===== config.mk =====
export PLATFORM = sky130hd
export DESIGN_NAME = aud_seq
export DESIGN_NICKNAME = d
export VERILOG_FILES = /design/src/hw/aud_seq.v
export VERILOG_INCLUDE_DIRS = /design/src /design/src/hw
export SDC_FILE = /design/constraint.sdc
export NUM_CORES = 1
export LEC_CHECK = 0
export BUFFER_PORTS_ARGS = -buffer_cell sky130_fd_sc_hd__buf_2
export CORE_MARGIN = 8
export CORE_UTILIZATION = 30
export DETAILED_ROUTE_END_ITERATION = 16
export SLEW_MARGIN = 15
export SYNTH_ARGS = -nofsm -noshare
export SYNTH_HDL_FRONTEND = slang
export SYNTH_SLANG_ARGS = --single-unit
export TNS_END_PERCENT = 50

===== constraint.sdc =====
create_clock -name sys_clk -period 4.43 [get_ports sys_clk]
set_input_delay 1.1075 -clock sys_clk [delete_from_list [all_inputs] [get_ports sys_clk]]
set_output_delay 1.1075 -clock sys_clk [all_outputs]
set_load 0.01 [all_outputs]

===== src/hw/aud_defines.vh =====
/*
 * Constants for the waveform RAM playback sequencer: register offsets,
 * field positions, reset values and timing counts.
 * Assumes it is included once per design file by its bare name.
 */
`ifndef AUD_DEFINES_VH
`define AUD_DEFINES_VH

// Register byte offsets on the plain register port.
`define AUD_CTRL_OFS 4'h0
`define AUD_MUX_OFS 4'h4
`define AUD_STAT_OFS 4'h8

// Control register fields.
`define AUD_CTRL_CYCLE_BIT 0
`define AUD_CTRL_RESET 1'b0

// Multiplexer register fields: select in bits 3..0, enables in 4 and 5.
`define AUD_MUX_EN_A_BIT 4
`define AUD_MUX_EN_B_BIT 5
`define AUD_MUX_RESET 6'h00

// Status register fields.
`define AUD_STAT_CYCLING_BIT 0
`define AUD_STAT_INACTIVE_BIT 1
`define AUD_STAT_FULL_BIT 2
`define AUD_STAT_CNT_LSB 16

// Playback timing: oscillator in kHz, system clock in kHz, and
// oscillator periods per RAM location.
`define AUD_OSC_KHZ 19660.8
`define AUD_SYS_KHZ 20000
`define AUD_OSC_PER_WORD 20
// Phase accumulator step and wrap, in hundredths of a hertz-kilo unit, so that
// one word tick falls every twenty oscillator periods on average.
`define AUD_ACC_STEP 24'h018000
`define AUD_ACC_WRAP 24'h1e8480

// Carrier address offset of 7.5 degrees of a 32768-location sweep.
`define AUD_CAR_OFFSET 15'h02ab

// Bi-phase multipliers for the two rates, in cycles per sweep.
`define AUD_BIPHS_DOPPLER 5'h18
`define AUD_BIPHS_CONV 5'h01
// Commutator sectors per sweep.
`define AUD_COMM_SECTORS 3'h6

`endif


===== src/hw/aud_seq.v =====
/*
 * Waveform RAM playback sequencer with its word FIFO.
 * Assumes a single 20 MHz clock, a synchronous active-low reset, RAM data
 * returned in the clock domain, and asynchronous strap and link pins.
 */
// The register offsets and the plain strobed port are this design's own decisions.
// Behaviour
// - Not cycling: processor bus passes to RAMs.
// - Cycling: counters drive RAM address and control.
// - Every location read once per thirtieth second.
// - Carrier DAC strobe while carrier word valid.
// - Sideband strobe and select; bytes split.
// - Carrier offset when jumper and ground-check high.
// - Inactive plus sync rising edge clears counters.
// - Doppler input picks 720 or 30 Hz.
// - Commutator lines generated only while cycling.
// - Commutator lines forwarded only when on antenna.
// - Four mux selects, two exclusive output enables.
// - Last commutator sector also on sync output, not gated off antenna.
// - Active-low system reset restarts the sequencer.
// - Six commutator switching control lines.
`timescale 1ns/1ps
`include "aud_defines.vh"

module aud_fifo #(
   parameter W = 32,
   parameter D = 16,
   parameter AW = 4
) (
   input wire sys_clk,
   input wire nrst,
   input wire flush,
   input wire in_valid,
   output wire in_ready,
   input wire [W-1:0] in_data,
   output wire out_valid,
   input wire out_ready,
   output wire [W-1:0] out_data
);
   reg [W-1:0] mem [0:D-1]; // Flip-flop storage, one entry per word.
   reg [AW-1:0] wr_ptr_reg; // Next entry to fill.
   reg [AW-1:0] rd_ptr_reg; // Next entry to drain.
   reg [AW:0] count_reg; // Number of entries held.
   wire push;
   wire pop;

   assign in_ready = (count_reg != D[AW:0]);
   assign out_valid = (count_reg != {(AW+1){1'b0}});
   assign out_data = mem[rd_ptr_reg];
   assign push = in_valid & in_ready;
   assign pop = out_valid & out_ready;

   // Storage write; a flushed FIFO keeps stale data, which is never read.
   always @(posedge sys_clk) begin
      if (push) begin
         mem[wr_ptr_reg] <= in_data;
      end
   end

   // Pointers and occupancy; flush wins over any push or pop.
   always @(posedge sys_clk) begin
      if (!nrst || flush) begin
         wr_ptr_reg <= {AW{1'b0}};
         rd_ptr_reg <= {AW{1'b0}};
         count_reg <= {(AW+1){1'b0}};
      end else begin
         if (push) begin
            wr_ptr_reg <= (wr_ptr_reg == D[AW-1:0] - 1'b1) ? {AW{1'b0}} : wr_ptr_reg + 1'b1;
         end
         if (pop) begin
            rd_ptr_reg <= (rd_ptr_reg == D[AW-1:0] - 1'b1) ? {AW{1'b0}} : rd_ptr_reg + 1'b1;
         end
         if (push && !pop) begin
            count_reg <= count_reg + 1'b1;
         end else if (pop && !push) begin
            count_reg <= count_reg - 1'b1;
         end
      end
   end
endmodule

module aud_seq #(
   parameter AW = 15,
   parameter FIFO_DEPTH = 16
) (
   input wire sys_clk,
   input wire nrst,
   input wire [3:0] reg_addr,
   input wire [31:0] reg_wdata,
   input wire reg_wr,
   input wire reg_rd,
   output reg [31:0] reg_rdata,
   input wire [AW-1:0] proc_addr,
   input wire [15:0] proc_wdata,
   output reg [15:0] proc_rdata,
   input wire proc_car_sel,
   input wire proc_sb_sel,
   input wire proc_wr,
   input wire proc_rd,
   output reg [AW-1:0] ram_addr,
   input wire [15:0] ram_dq_in,
   output reg [15:0] ram_dq_out,
   output reg ram_dq_oe,
   output reg carrier_wave_ram_cs_n,
   output reg sideband_wave_ram_cs_n,
   output reg ram_we_n,
   output reg ram_oe_n,
   output reg [15:0] carrier_dac_data,
   output reg [7:0] sb13_dac_data,
   output reg [7:0] sb24_dac_data,
   output reg carrier_dac_write_n,
   output reg sideband_dac_write_n,
   output reg sideband_dac_select,
   input wire offset_jumper,
   input wire ground_check_pos,
   input wire ground_check_neg,
   input wire antenna_inactive,
   input wire cycle_sync_in,
   input wire doppler_config,
   output reg sine_biphase_out,
   output reg cosine_biphase_out,
   output reg [5:0] commutator_ctrl,
   output reg sync_observe,
   output reg [3:0] mux_select,
   output reg mux_a_output_enable,
   output reg mux_b_output_enable
);
   // Fetch states: issue a read, then capture the word it returns.
   localparam F_IDLE = 2'b00;
   localparam F_CAR = 2'b01;
   localparam F_SB = 2'b10;
   localparam F_PUSH = 2'b11;
   // Drain states: load DAC data, strobe low, strobe high.
   localparam D_IDLE = 2'b00;
   localparam D_LOW = 2'b01;
   localparam D_HIGH = 2'b10;

   reg ctrl_cycle_reg; // Software cycling request.
   reg [5:0] mux_reg; // Software multiplexer setting.
   reg [5:0] s1_reg; // First synchroniser stage of the six pins.
   reg [5:0] s2_reg; // Second stage; the only stage that logic reads.
   reg sync_d_reg; // Previous synchronised cycle-sync level.
   reg [23:0] acc_reg; // Oscillator phase accumulator.
   reg tick_reg; // One-cycle word tick.
   reg [AW-1:0] play_cnt_reg; // Location being played.
   reg [AW-1:0] fetch_addr_reg; // Next location to fetch.
   reg [1:0] fetch_st_reg;
   reg [1:0] drain_st_reg;
   reg [15:0] car_word_reg; // Carrier word awaiting its sideband partner.
   reg [15:0] sb_word_reg;
   wire jumper_s = s2_reg[0];
   wire gc_high = s2_reg[1] & ~s2_reg[2];
   wire inactive_s = s2_reg[3];
   wire sync_s = s2_reg[4];
   wire doppler_s = s2_reg[5];
   wire resync = inactive_s & sync_s & ~sync_d_reg;
   wire flush = ~ctrl_cycle_reg | resync;
   wire fifo_in_ready;
   wire fifo_out_valid;
   wire [31:0] fifo_out_data;
   wire fifo_pop = (drain_st_reg == D_IDLE) & tick_reg & fifo_out_valid;
   wire [AW-1:0] car_addr;
   wire [AW+4:0] phase_prod;
   wire [AW+2:0] sector_prod;

   // Carrier reads take the offset when the jumper is in and the ground check is high.
   assign car_addr = fetch_addr_reg + ((jumper_s & gc_high) ? `AUD_CAR_OFFSET : 15'h0000);
   assign phase_prod = play_cnt_reg * (doppler_s ? `AUD_BIPHS_DOPPLER : `AUD_BIPHS_CONV);
   assign sector_prod = play_cnt_reg * `AUD_COMM_SECTORS;

   aud_fifo #(.W(32), .D(FIFO_DEPTH), .AW(4)) aud_fifo_i (
      .sys_clk(sys_clk),
      .nrst(nrst),
      .flush(flush),
      .in_valid(fetch_st_reg == F_PUSH),
      .in_ready(fifo_in_ready),
      .in_data({car_word_reg, sb_word_reg}),
      .out_valid(fifo_out_valid),
      .out_ready(fifo_pop),
      .out_data(fifo_out_data)
   );

   // Two-flop synchronisers for the strap, ground-check, link and config pins.
   always @(posedge sys_clk) begin
      if (!nrst) begin
         s1_reg <= 6'h00;
         s2_reg <= 6'h00;
         sync_d_reg <= 1'b0;
      end else begin
         s1_reg <= {doppler_config, cycle_sync_in, antenna_inactive,
                    ground_check_neg, ground_check_pos, offset_jumper};
         s2_reg <= s1_reg;
         sync_d_reg <= sync_s;
      end
   end

   // Register port; reads answer one cycle later, unmapped reads give zero.
   always @(posedge sys_clk) begin
      if (!nrst) begin
         ctrl_cycle_reg <= `AUD_CTRL_RESET;
         mux_reg <= `AUD_MUX_RESET;
         reg_rdata <= 32'h00000000;
      end else begin
         if (reg_wr && reg_addr == `AUD_CTRL_OFS) begin
            ctrl_cycle_reg <= reg_wdata[`AUD_CTRL_CYCLE_BIT];
         end
         if (reg_wr && reg_addr == `AUD_MUX_OFS) begin
            mux_reg <= reg_wdata[5:0];
         end
         reg_rdata <= 32'h00000000;
         if (reg_rd) begin
            case (reg_addr)
               `AUD_CTRL_OFS: reg_rdata <= {31'h00000000, ctrl_cycle_reg};
               `AUD_MUX_OFS: reg_rdata <= {26'h0000000, mux_reg};
               `AUD_STAT_OFS: reg_rdata <= {1'b0, play_cnt_reg, 13'h0000, ~fifo_in_ready,
                                            inactive_s, ctrl_cycle_reg};
               default: reg_rdata <= 32'h00000000;
            endcase
         end
      end
   end

   // Word tick: the accumulator models the 19.6608 MHz oscillator divided
   // by twenty, so ticks jitter by one system cycle but average exactly.
   always @(posedge sys_clk) begin
      if (!nrst || flush) begin
         acc_reg <= 24'h000000;
         tick_reg <= 1'b0;
      end else if (acc_reg + `AUD_ACC_STEP >= `AUD_ACC_WRAP) begin
         acc_reg <= acc_reg + `AUD_ACC_STEP - `AUD_ACC_WRAP;
         tick_reg <= 1'b1;
      end else begin
         acc_reg <= acc_reg + `AUD_ACC_STEP;
         tick_reg <= 1'b0;
      end
   end

   // Fetch engine and RAM pins; it stalls when the FIFO is full.
   always @(posedge sys_clk) begin
      if (!nrst) begin
         fetch_st_reg <= F_IDLE;
         fetch_addr_reg <= 15'h0000;
         car_word_reg <= 16'h0000;
         sb_word_reg <= 16'h0000;
         proc_rdata <= 16'h0000;
         ram_addr <= 15'h0000;
         ram_dq_out <= 16'h0000;
         ram_dq_oe <= 1'b0;
         carrier_wave_ram_cs_n <= 1'b1;
         sideband_wave_ram_cs_n <= 1'b1;
         ram_we_n <= 1'b1;
         ram_oe_n <= 1'b1;
      end else if (!ctrl_cycle_reg) begin
         // Pass-through, registered one cycle to keep pins glitch-free.
         fetch_st_reg <= F_IDLE;
         fetch_addr_reg <= 15'h0000;
         ram_addr <= proc_addr;
         ram_dq_out <= proc_wdata;
         ram_dq_oe <= proc_wr & (proc_car_sel | proc_sb_sel);
         carrier_wave_ram_cs_n <= ~proc_car_sel;
         sideband_wave_ram_cs_n <= ~proc_sb_sel;
         ram_we_n <= ~proc_wr;
         ram_oe_n <= ~proc_rd;
         proc_rdata <= ram_dq_in;
      end else if (resync) begin
         fetch_st_reg <= F_IDLE;
         fetch_addr_reg <= 15'h0000;
         carrier_wave_ram_cs_n <= 1'b1;
         sideband_wave_ram_cs_n <= 1'b1;
         ram_oe_n <= 1'b1;
      end else begin
         ram_dq_oe <= 1'b0;
         ram_we_n <= 1'b1;
         case (fetch_st_reg)
            F_IDLE: begin
               carrier_wave_ram_cs_n <= 1'b1;
               sideband_wave_ram_cs_n <= 1'b1;
               ram_oe_n <= 1'b1;
               if (fifo_in_ready) begin
                  ram_addr <= car_addr;
                  carrier_wave_ram_cs_n <= 1'b0;
                  ram_oe_n <= 1'b0;
                  fetch_st_reg <= F_CAR;
               end
            end
            F_CAR: begin
               car_word_reg <= ram_dq_in;
               ram_addr <= fetch_addr_reg;
               carrier_wave_ram_cs_n <= 1'b1;
               sideband_wave_ram_cs_n <= 1'b0;
               fetch_st_reg <= F_SB;
            end
            F_SB: begin
               sb_word_reg <= ram_dq_in;
               sideband_wave_ram_cs_n <= 1'b1;
               ram_oe_n <= 1'b1;
               fetch_st_reg <= F_PUSH;
            end
            default: begin
               fetch_addr_reg <= fetch_addr_reg + 1'b1;
               fetch_st_reg <= F_IDLE;
            end
         endcase
      end
   end

   // Drain: on each tick the next word goes to the DACs; the strobe opens
   // a cycle after the data and closes a cycle before they may change.
   always @(posedge sys_clk) begin
      if (!nrst || flush) begin
         drain_st_reg <= D_IDLE;
         play_cnt_reg <= 15'h0000;
         carrier_dac_write_n <= 1'b1;
         sideband_dac_write_n <= 1'b1;
         sideband_dac_select <= 1'b0;
         if (!nrst) begin
            carrier_dac_data <= 16'h0000;
            sb13_dac_data <= 8'h00;
            sb24_dac_data <= 8'h00;
         end
      end else begin
         if (tick_reg) begin
            play_cnt_reg <= play_cnt_reg + 1'b1;
         end
         case (drain_st_reg)
            D_IDLE: begin
               if (fifo_pop) begin
                  carrier_dac_data <= fifo_out_data[31:16];
                  sb13_dac_data <= fifo_out_data[7:0];
                  sb24_dac_data <= fifo_out_data[15:8];
                  drain_st_reg <= D_LOW;
               end
            end
            D_LOW: begin
               carrier_dac_write_n <= 1'b0;
               sideband_dac_write_n <= 1'b0;
               sideband_dac_select <= 1'b1;
               drain_st_reg <= D_HIGH;
            end
            D_HIGH: begin
               carrier_dac_write_n <= 1'b1;
               sideband_dac_write_n <= 1'b1;
               sideband_dac_select <= 1'b0;
               drain_st_reg <= D_IDLE;
            end
            default: drain_st_reg <= D_IDLE;
         endcase
      end
   end

   // Bi-phase, sync and multiplexer outputs, all registered.
   always @(posedge sys_clk) begin
      if (!nrst) begin
         sine_biphase_out <= 1'b0;
         cosine_biphase_out <= 1'b0;
         sync_observe <= 1'b0;
         mux_select <= 4'h0;
         mux_a_output_enable <= 1'b0;
         mux_b_output_enable <= 1'b0;
      end else begin
         sine_biphase_out <= ctrl_cycle_reg & phase_prod[AW-1];
         cosine_biphase_out <= ctrl_cycle_reg & (phase_prod[AW-1] ^ phase_prod[AW-2]);
         sync_observe <= ctrl_cycle_reg & (sector_prod[AW+2:AW] == 3'h5);
         mux_select <= mux_reg[3:0];
         mux_a_output_enable <= mux_reg[`AUD_MUX_EN_A_BIT];
         // Only one multiplexer may feed the converter; A wins a tie.
         mux_b_output_enable <= mux_reg[`AUD_MUX_EN_B_BIT] & ~mux_reg[`AUD_MUX_EN_A_BIT];
      end
   end

   // One commutator line per sector of the sweep.
   genvar gi;
   generate
      for (gi = 0; gi < 6; gi = gi + 1) begin : g_comm
         always @(posedge sys_clk) begin
            if (!nrst) begin
               commutator_ctrl[gi] <= 1'b0;
            end else begin
               // Held low off the antenna so the line drivers stay quiet.
               commutator_ctrl[gi] <= ctrl_cycle_reg & ~inactive_s
                                      & (sector_prod[AW+2:AW] == gi);
            end
         end
      end
   endgenerate
endmodule


==> summary.md, run 1 <==
| Metric | Value |
|---|---|
| Status | finished, final reports clean |
| Post-synth EDFFs | 544 |
| Max cap viols | 0 |
| Unrepaired setup endpoints after global routing | no |
| Total routed wirelength | 74700 µm |
| Total grt overflow | 0 |
| Worst setup path class | reg2reg |
| Max_slew headroom | 0.300 |
| DIE AREA | 0.113 mm² |
| Post-DR wirelength/cell | 20.7 µm |
| Top_reg_cell synth | edfxtp_1 |
| Most frequent cell on the critical path | ha_1 |
| Root Driver | clkbuf_16 |
| PD cells | 405 mW/mm² |
| Number of flip-flops in the largest register | 512 |
| Largest net degree at the start of global routing | between 60 and 70 |
| CP endpoint kind | flip-flop |
| Syn avg cell area | around 16 µm² |
| Setup bufs post-CTS | 0 |
| Crit start category | flip-flop |
| CP delay by family, top | adder cells |
| Final Critical Period | approximately 3.9 ns |
| Fin Clk Skew | 0.0266 ns |
| VDD IR-drop max | approximately 0.00027 V |
| Yosys warns | 0 |
| Worst Max-Slew Pin Slew | between 1 and 1.5 ns |
| Static Leak | ~13 nW |
| Final hold violation count | 0 |
| Post-synth top cells | edfxtp_1 (544), dfxtp_1 (211), mux4_2 (160), nor2_1 (148), nand2_1 (122) |
| Die width | between 300 and 400 µm |
| Req. time, crit path | approximately 5.0 ns |
| Synth area leader | edfxtp_1 |
| Cts hold-fix bufs | 0 |
| Synthesized instance count | between 1500 and 2000 |
| H-tree levels | 3 |
| Peak per-stage delay on the critical path | around 0.7 ns |
| I/O pin count | around 230 |
| All-Layer GR Usage | 0.129 |
| Gpl congestion | approximately 0.79 |
| Post-synth ARST share | 0 |
| CP arrival | approximately 4.5 ns |
| FF/Latch Area | around 0.021 mm² |
| Final Cell Area | 0.0361 mm² |
| HP Class | reg2reg |
| Initial Utilization | 0.302 |
| Drt first-iter violations | between 1000 and 1500 |
| FMAX | around 250 MHz |
| Clk Latency, worst-skew pair | 0.63 ns |
| Port Buffers | ~190 |
| CP cell instances | and2_1 -> ha_1 -> ha_1 -> inv_1 -> fa_1 -> inv_1 -> ha_1 -> o21ai_0 -> o21ai_0 -> a211oi_1 -> xor2_1 -> a211o_1 -> a21oi_1 |
| Die Ht | 335 µm |
| Post-Layout Cell Count | roughly 3600 |
| TritonRoute pass-1 iters | 5 |
| CTS tree | done |
| Initial antenna violation count | 2 |
| Post-synthesis instance area | 0.0306 mm² |
| Nets@finish | 2350 |
| Seq cells post-synth | about 760 |
| Crit path buf inv count | 2 |
| Top-area cell type share of the netlist area | 0.534 |
| Fin crit share | 0.887 |
| Vias/cell | just under 5 |
| First-pass GRT wire length | approximately 110000 µm |
| Number of global-route vias before repair | 18100 |
| Fin. max-slew vios | 0 |
| Post-CTS sizing | 0 |
| ANT nets after route | 0 |
| Fraction of layout cells with a size suffix above 1 | 0.248 |
| FP Rows | about 120 |
| Crit-path max FO | 24 |
| DRC errors left | 0 |
| Cell count after placement | 3453 |
| Clk sink count | about 760 |
| Final setup violation count | 0 |
| DR vias | 17500 |
| Area occupied by multi-input gates | ~0.0096 mm² |
| Deepest clock path buffer count | 3 |
| Netlist cell types | between 70 and 80 |
| Hold_ws | ~0.43 ns |
| Core Footprint | 0.101 mm² |
| Placed cell areas | between 0.03 and 0.04 mm² |
| Clk slew on worst S/H paths | 0.06 ns |
| Count leader, synth | edfxtp_1 |
| DP HPWL | approximately 47000 µm |
| Slowest CP cell | dfxtp_1 |
| Layout area overhead | 18.0% |
| Fill count | ~9600 |
| Setup_tns | 0 ns |
| Synth area leaders | edfxtp_1 (53%), dfxtp_1 (14%), mux4_2 (12%) |
| Seq/Total Area, Yosys | 0.672 |
| TritonCTS buffer count | 81 |
-- metrics by stage --
step / worst slack [ns] / total power [mW] / util
after floorplan: 0.510 / 7.79 / -
after global placement: 0.609 / 7.91 / 0.329
after detailed placement: 0.534 / 7.92 / 0.329
after CTS: 0.507 / 14.8 / 0.356
after global routing: 0.210 / 15.0 / 0.356
final: 0.499 / 14.6 / 0.356
-- layout by cell type, fill, tap and decap left out, types with 21 or more instances in the layout --
master     instances
xnor2_1           34
dfxtp_1          206
buf_4             30
mux2i_1           51
nand2_1          121
nand2b_1          21
clkbuf_16         82
ha_1              75
inv_1             56
nor2_1           136
edfxtp_1         544
and3_1            40
xor2_1            25
and2_1            52
buf_2            193
mux4_2           160
a21oi_1           77
o21ai_0           27
-- power breakdown --
part           switching (mW)  internal [mW]  total [mW]
Combinational           0.142         0.0794       0.221
Sequential             0.0234           7.52        7.54
Clock                    2.81           4.05        6.86
-- cell families (layout without fill, tap and decap cells) --
logic type / after synthesis / after routing / share of synthesized area
DFF: 755 / 755 / 0.672
buffers and inverters: 164 / 438 / 0.0217
muxes: 215 / 215 / 0.136
AOI/OAI and AO/OA: 185 / 185 / 0.0389
xor gates and xnor gates: 59 / 59 / 0.0169
adders and majority gates: 85 / 85 / 0.0372
and+or+nand+nor: 486 / 486 / 0.0778
other: 1 / 13 / 0.000122
-- worst paths after layout --
kind,slack [ns],cells after the start,from,endpoint
worst min-delay path,0.43,1,s1_reg[0]$_SDFF_PN0_,s2_reg[0]$_SDFF_PN0_
worst max-delay path,0.50,13,s2_reg[5]$_SDFF_PN0_,cosine_biphase_out$_SDFF_PN0_
worst max register to register,0.50,13,s2_reg[5]$_SDFF_PN0_,cosine_biphase_out$_SDFF_PN0_
worst min register to register,0.43,1,s1_reg[0]$_SDFF_PN0_,s2_reg[0]$_SDFF_PN0_
-- worst reg2reg max path, delay by kind of cell, from the launching register on --
kind | cells | cell delay (ns)
AOI/OAI and AO/OA | 5 | 1.29
xor gates and xnor gates | 1 | 0.18
adders and majority gates | 4 | 1.37
buffers and inverters | 2 | 0.11
DFF | 1 | 0.68
and+or+nand+nor | 1 | 0.25
-- layout make-up --
cell class                      count  area share
Antenna cell                        2    0.000138
Clock buffer                      104      0.0605
Clock inverter                     45      0.0145
Inverter                           57     0.00596
Multi-Input combinational cell   1041       0.264
Sequential cell                   755       0.569
Tap cell                         1368      0.0474
Timing Repair Buffer              232      0.0379
-- metal layers --
| metal | global-route usage | routed length, µm | up-vias |
|---|---|---|---|
| li1 | - | - | 7830 |
| met1 | 0.163 | 31200 | 9037 |
| met2 | 0.224 | 37300 | 479 |
| met3 | 0.0239 | 4130 | 135 |
| met4 | 0.0406 | 2040 | 0 |
| met5 | 0 | 0 | - |
Note: power is estimated with default switching activity, not from simulation.
==> run 2: changes to the inputs <==
--- a/config.mk
+++ b/config.mk
@@ -7,5 +7,5 @@
 export NUM_CORES = 1
 export LEC_CHECK = 0
-export BUFFER_PORTS_ARGS = -buffer_cell sky130_fd_sc_hd__buf_2
+export BUFFER_PORTS_ARGS = -buffer_cell sky130_fd_sc_hd__buf_4
 export CORE_MARGIN = 8
 export CORE_UTILIZATION = 30
==> constraint.sdc (replaced) <==
create_clock -name sys_clk -period 4.43 [get_ports sys_clk]
set_input_delay 1.1075 -clock sys_clk [delete_from_list [all_inputs] [get_ports sys_clk]]
set_output_delay 1.1075 -clock sys_clk [all_outputs]
set_load 0.005 [all_outputs]
==> summary.md, run 2 (synthesis results as in run 1) <==
| Metric | Value |
|---|---|
| Number of flip-flops in the largest register | 512 (unchanged) |
| DP HPWL | 46100 µm (-1.3%) |
| Setup WS post-layout | 0.484 ns (-0.0149 ns) |
| Gpl congestion | 0.754 (-4.6%) |
| DIE AREA | 0.113 mm² (unchanged) |
| Worst setup path class | reg2reg |
| Number of global-route vias before repair | 18300 (+0.65%) |
| Status | finished, final reports clean |
| Deepest clock path buffer count | 3 (unchanged) |
| Core Footprint | 0.101 mm² (unchanged) |
| Setup_tns | 0 ns (unchanged) |
| Largest net degree at the start of global routing | 55 (-9.8%) |
| Fin crit share | 0.891 (+0.00337) |
| Unrepaired setup endpoints after global routing | no |
| Commonest non-fill, non-tap cell in the layout | edfxtp_1 |
| Area occupied by multi-input gates | 0.00955 mm² (unchanged) |
| CTS tree | done |
| Final setup violation count | 0 (unchanged) |
| Total grt overflow | 0 (unchanged) |
| Drt first-iter violations | 1234 (-2.7%) |
| Fill count | 9481 (-0.88%) |
| FMAX | 253 MHz (-0.38%) |
| Cts hold-fix bufs | 0 (unchanged) |
| Worst Setup SP | s2_reg[5]$_SDFF_PN0_ |
| CP endpoint kind | flip-flop |
| Place WS | 0.451 ns (-0.0832 ns) |
| Static Leak | 12.6 nW (+0.85%) |
| Die width | 335 µm (unchanged) |
| DR vias | 17400 (-0.68%) |
| Die Ht | 335 µm (unchanged) |
| I/O pin count | 231 (unchanged) |
| Fraction of layout cells with a size suffix above 1 | 0.248 (about the same) |
| Hold Crit Start | s1_reg[0]$_SDFF_PN0_ |
| FP Rows | 117 (unchanged) |
| Total routed wirelength | 75100 µm (+0.62%) |
| Final hold violation count | 0 (unchanged) |
| ANT nets after route | 0 (unchanged) |
| TritonCTS buffer count | 80 (-1.2%) |
| Root Driver | clkbuf_16 |
| Crit-path max FO | 24 (unchanged) |
| DRC errors left | 0 (unchanged) |
| Worst Max-Slew Pin Slew | 1.00 ns (-0.0476 ns) |
| Clk Latency, worst-skew pair | 0.64 ns (about the same) |
| Setup bufs post-CTS | 0 (unchanged) |
| Final Critical Period | 3.95 ns (+0.0149 ns) |
| RR Startpoint | s2_reg[5]$_SDFF_PN0_ |
| Layout area overhead | 19.7% |
| Initial antenna violation count | 6 (+4) |
| TritonRoute pass-1 iters | 7 (+2) |
| Clk sink count | 755 (unchanged) |
| CP arrival | 4.51 ns (+0.04 ns) |
| Final Cell Area | 0.0366 mm² (+1.4%) |
| Max cap viols | 0 (unchanged) |
| FF/Latch Area | 0.0206 mm² (unchanged) |
| Post-CTS sizing | 0 (unchanged) |
| Port Buffers | 193 (unchanged) |
| Clk slew on worst S/H paths | 0.06 ns (about the same) |
| All-Layer GR Usage | 0.131 (+0.00161) |
| Post-DR wirelength/cell | 20.8 µm (+0.62%) |
| Nets@finish | 2348 (-0.085%) |
| HP Class | reg2reg |
| Most frequent cells in the layout | edfxtp_1 (544), buf_4 (223), dfxtp_1 (206), mux4_2 (160), nor2_1 (136) |
| Vias/cell | 4.82 (-0.68%) |
| Fin Clk Skew | 0.0269 ns (+0.000290 ns) |
| Max_slew headroom | 0.329 (+0.0281) |
| Initial Utilization | 0.302 (unchanged) |
| Crit start category | flip-flop |
| VDD IR-drop max | 0.000279 V (+1.7%) |
| Req. time, crit path | 4.99 ns (+0.02 ns) |
| First-pass GRT wire length | 113000 µm (+0.88%) |
| Fin. max-slew vios | 0 (unchanged) |
| Placed cell areas | 0.0339 mm² (+1.4%) |
| H-tree levels | 3 (unchanged) |
| PD cells | 401 mW/mm² (-0.87%) |
-- run 2: layout make-up --
cell class,count,share of cell area
clock inverter,39,0.0137
timing repair buffer,231,0.0501
sequential,755,0.562
clock buffer,109,0.0609
multi-input combinational,1041,0.261
tap,1368,0.0467
inverter,57,0.00587
antenna,4,0.000273
-- run 2: per-stage QoR --
stage / util / instances / hold slack [ns] / power, mW
after floorplan: - / 1960 / 0.412 / 7.77
after global placement: 0.334 / 3452 / 0.419 / 7.94
after detailed placement: 0.334 / 3452 / 0.417 / 7.94
after CTS: 0.361 / 3600 / 0.420 / 14.9
after global routing: 0.361 / 3600 / 0.442 / 15.2
final: 0.361 / 3604 / 0.421 / 14.7
-- run 2: path summary, 6_finish.rpt --
check                                  end  slack, ns  depth (start not counted)
max          cosine_biphase_out$_SDFF_PN0_       0.48                         11
min                   s2_reg[0]$_SDFF_PN0_       0.42                          1
max reg2reg  cosine_biphase_out$_SDFF_PN0_       0.48                         11
min reg2reg           s2_reg[0]$_SDFF_PN0_       0.42                          1
-- run 2: routing by layer --
metal  track usage  wire length (µm)  vias to the layer above
met5             0                 0                        -
met4        0.0453              2100                        0
met3        0.0265              4470                      131
met2         0.220             37000                      478
met1         0.167             31600                     8940
li1              -                 -                     7814
-- run 2: worst max-delay path, stage by stage (launching register included) --
cell and delay (ns):
dfxtp_1 0.68, and2_1 0.24, ha_1 0.24, ha_1 0.32
fa_1 0.50, ha_1 0.30, a211oi_1 0.25, o21ai_0 0.13
a211oi_1 0.56, xor2_1 0.17, a211o_1 0.33, a21oi_1 0.14
-- run 2: report_power, final --
part           switching [mW]  internal, mW  total, mW
clock                    2.81          4.09       6.91
combinational           0.126         0.114      0.240
sequential             0.0267          7.52       7.55
total                    2.96          11.7       14.7
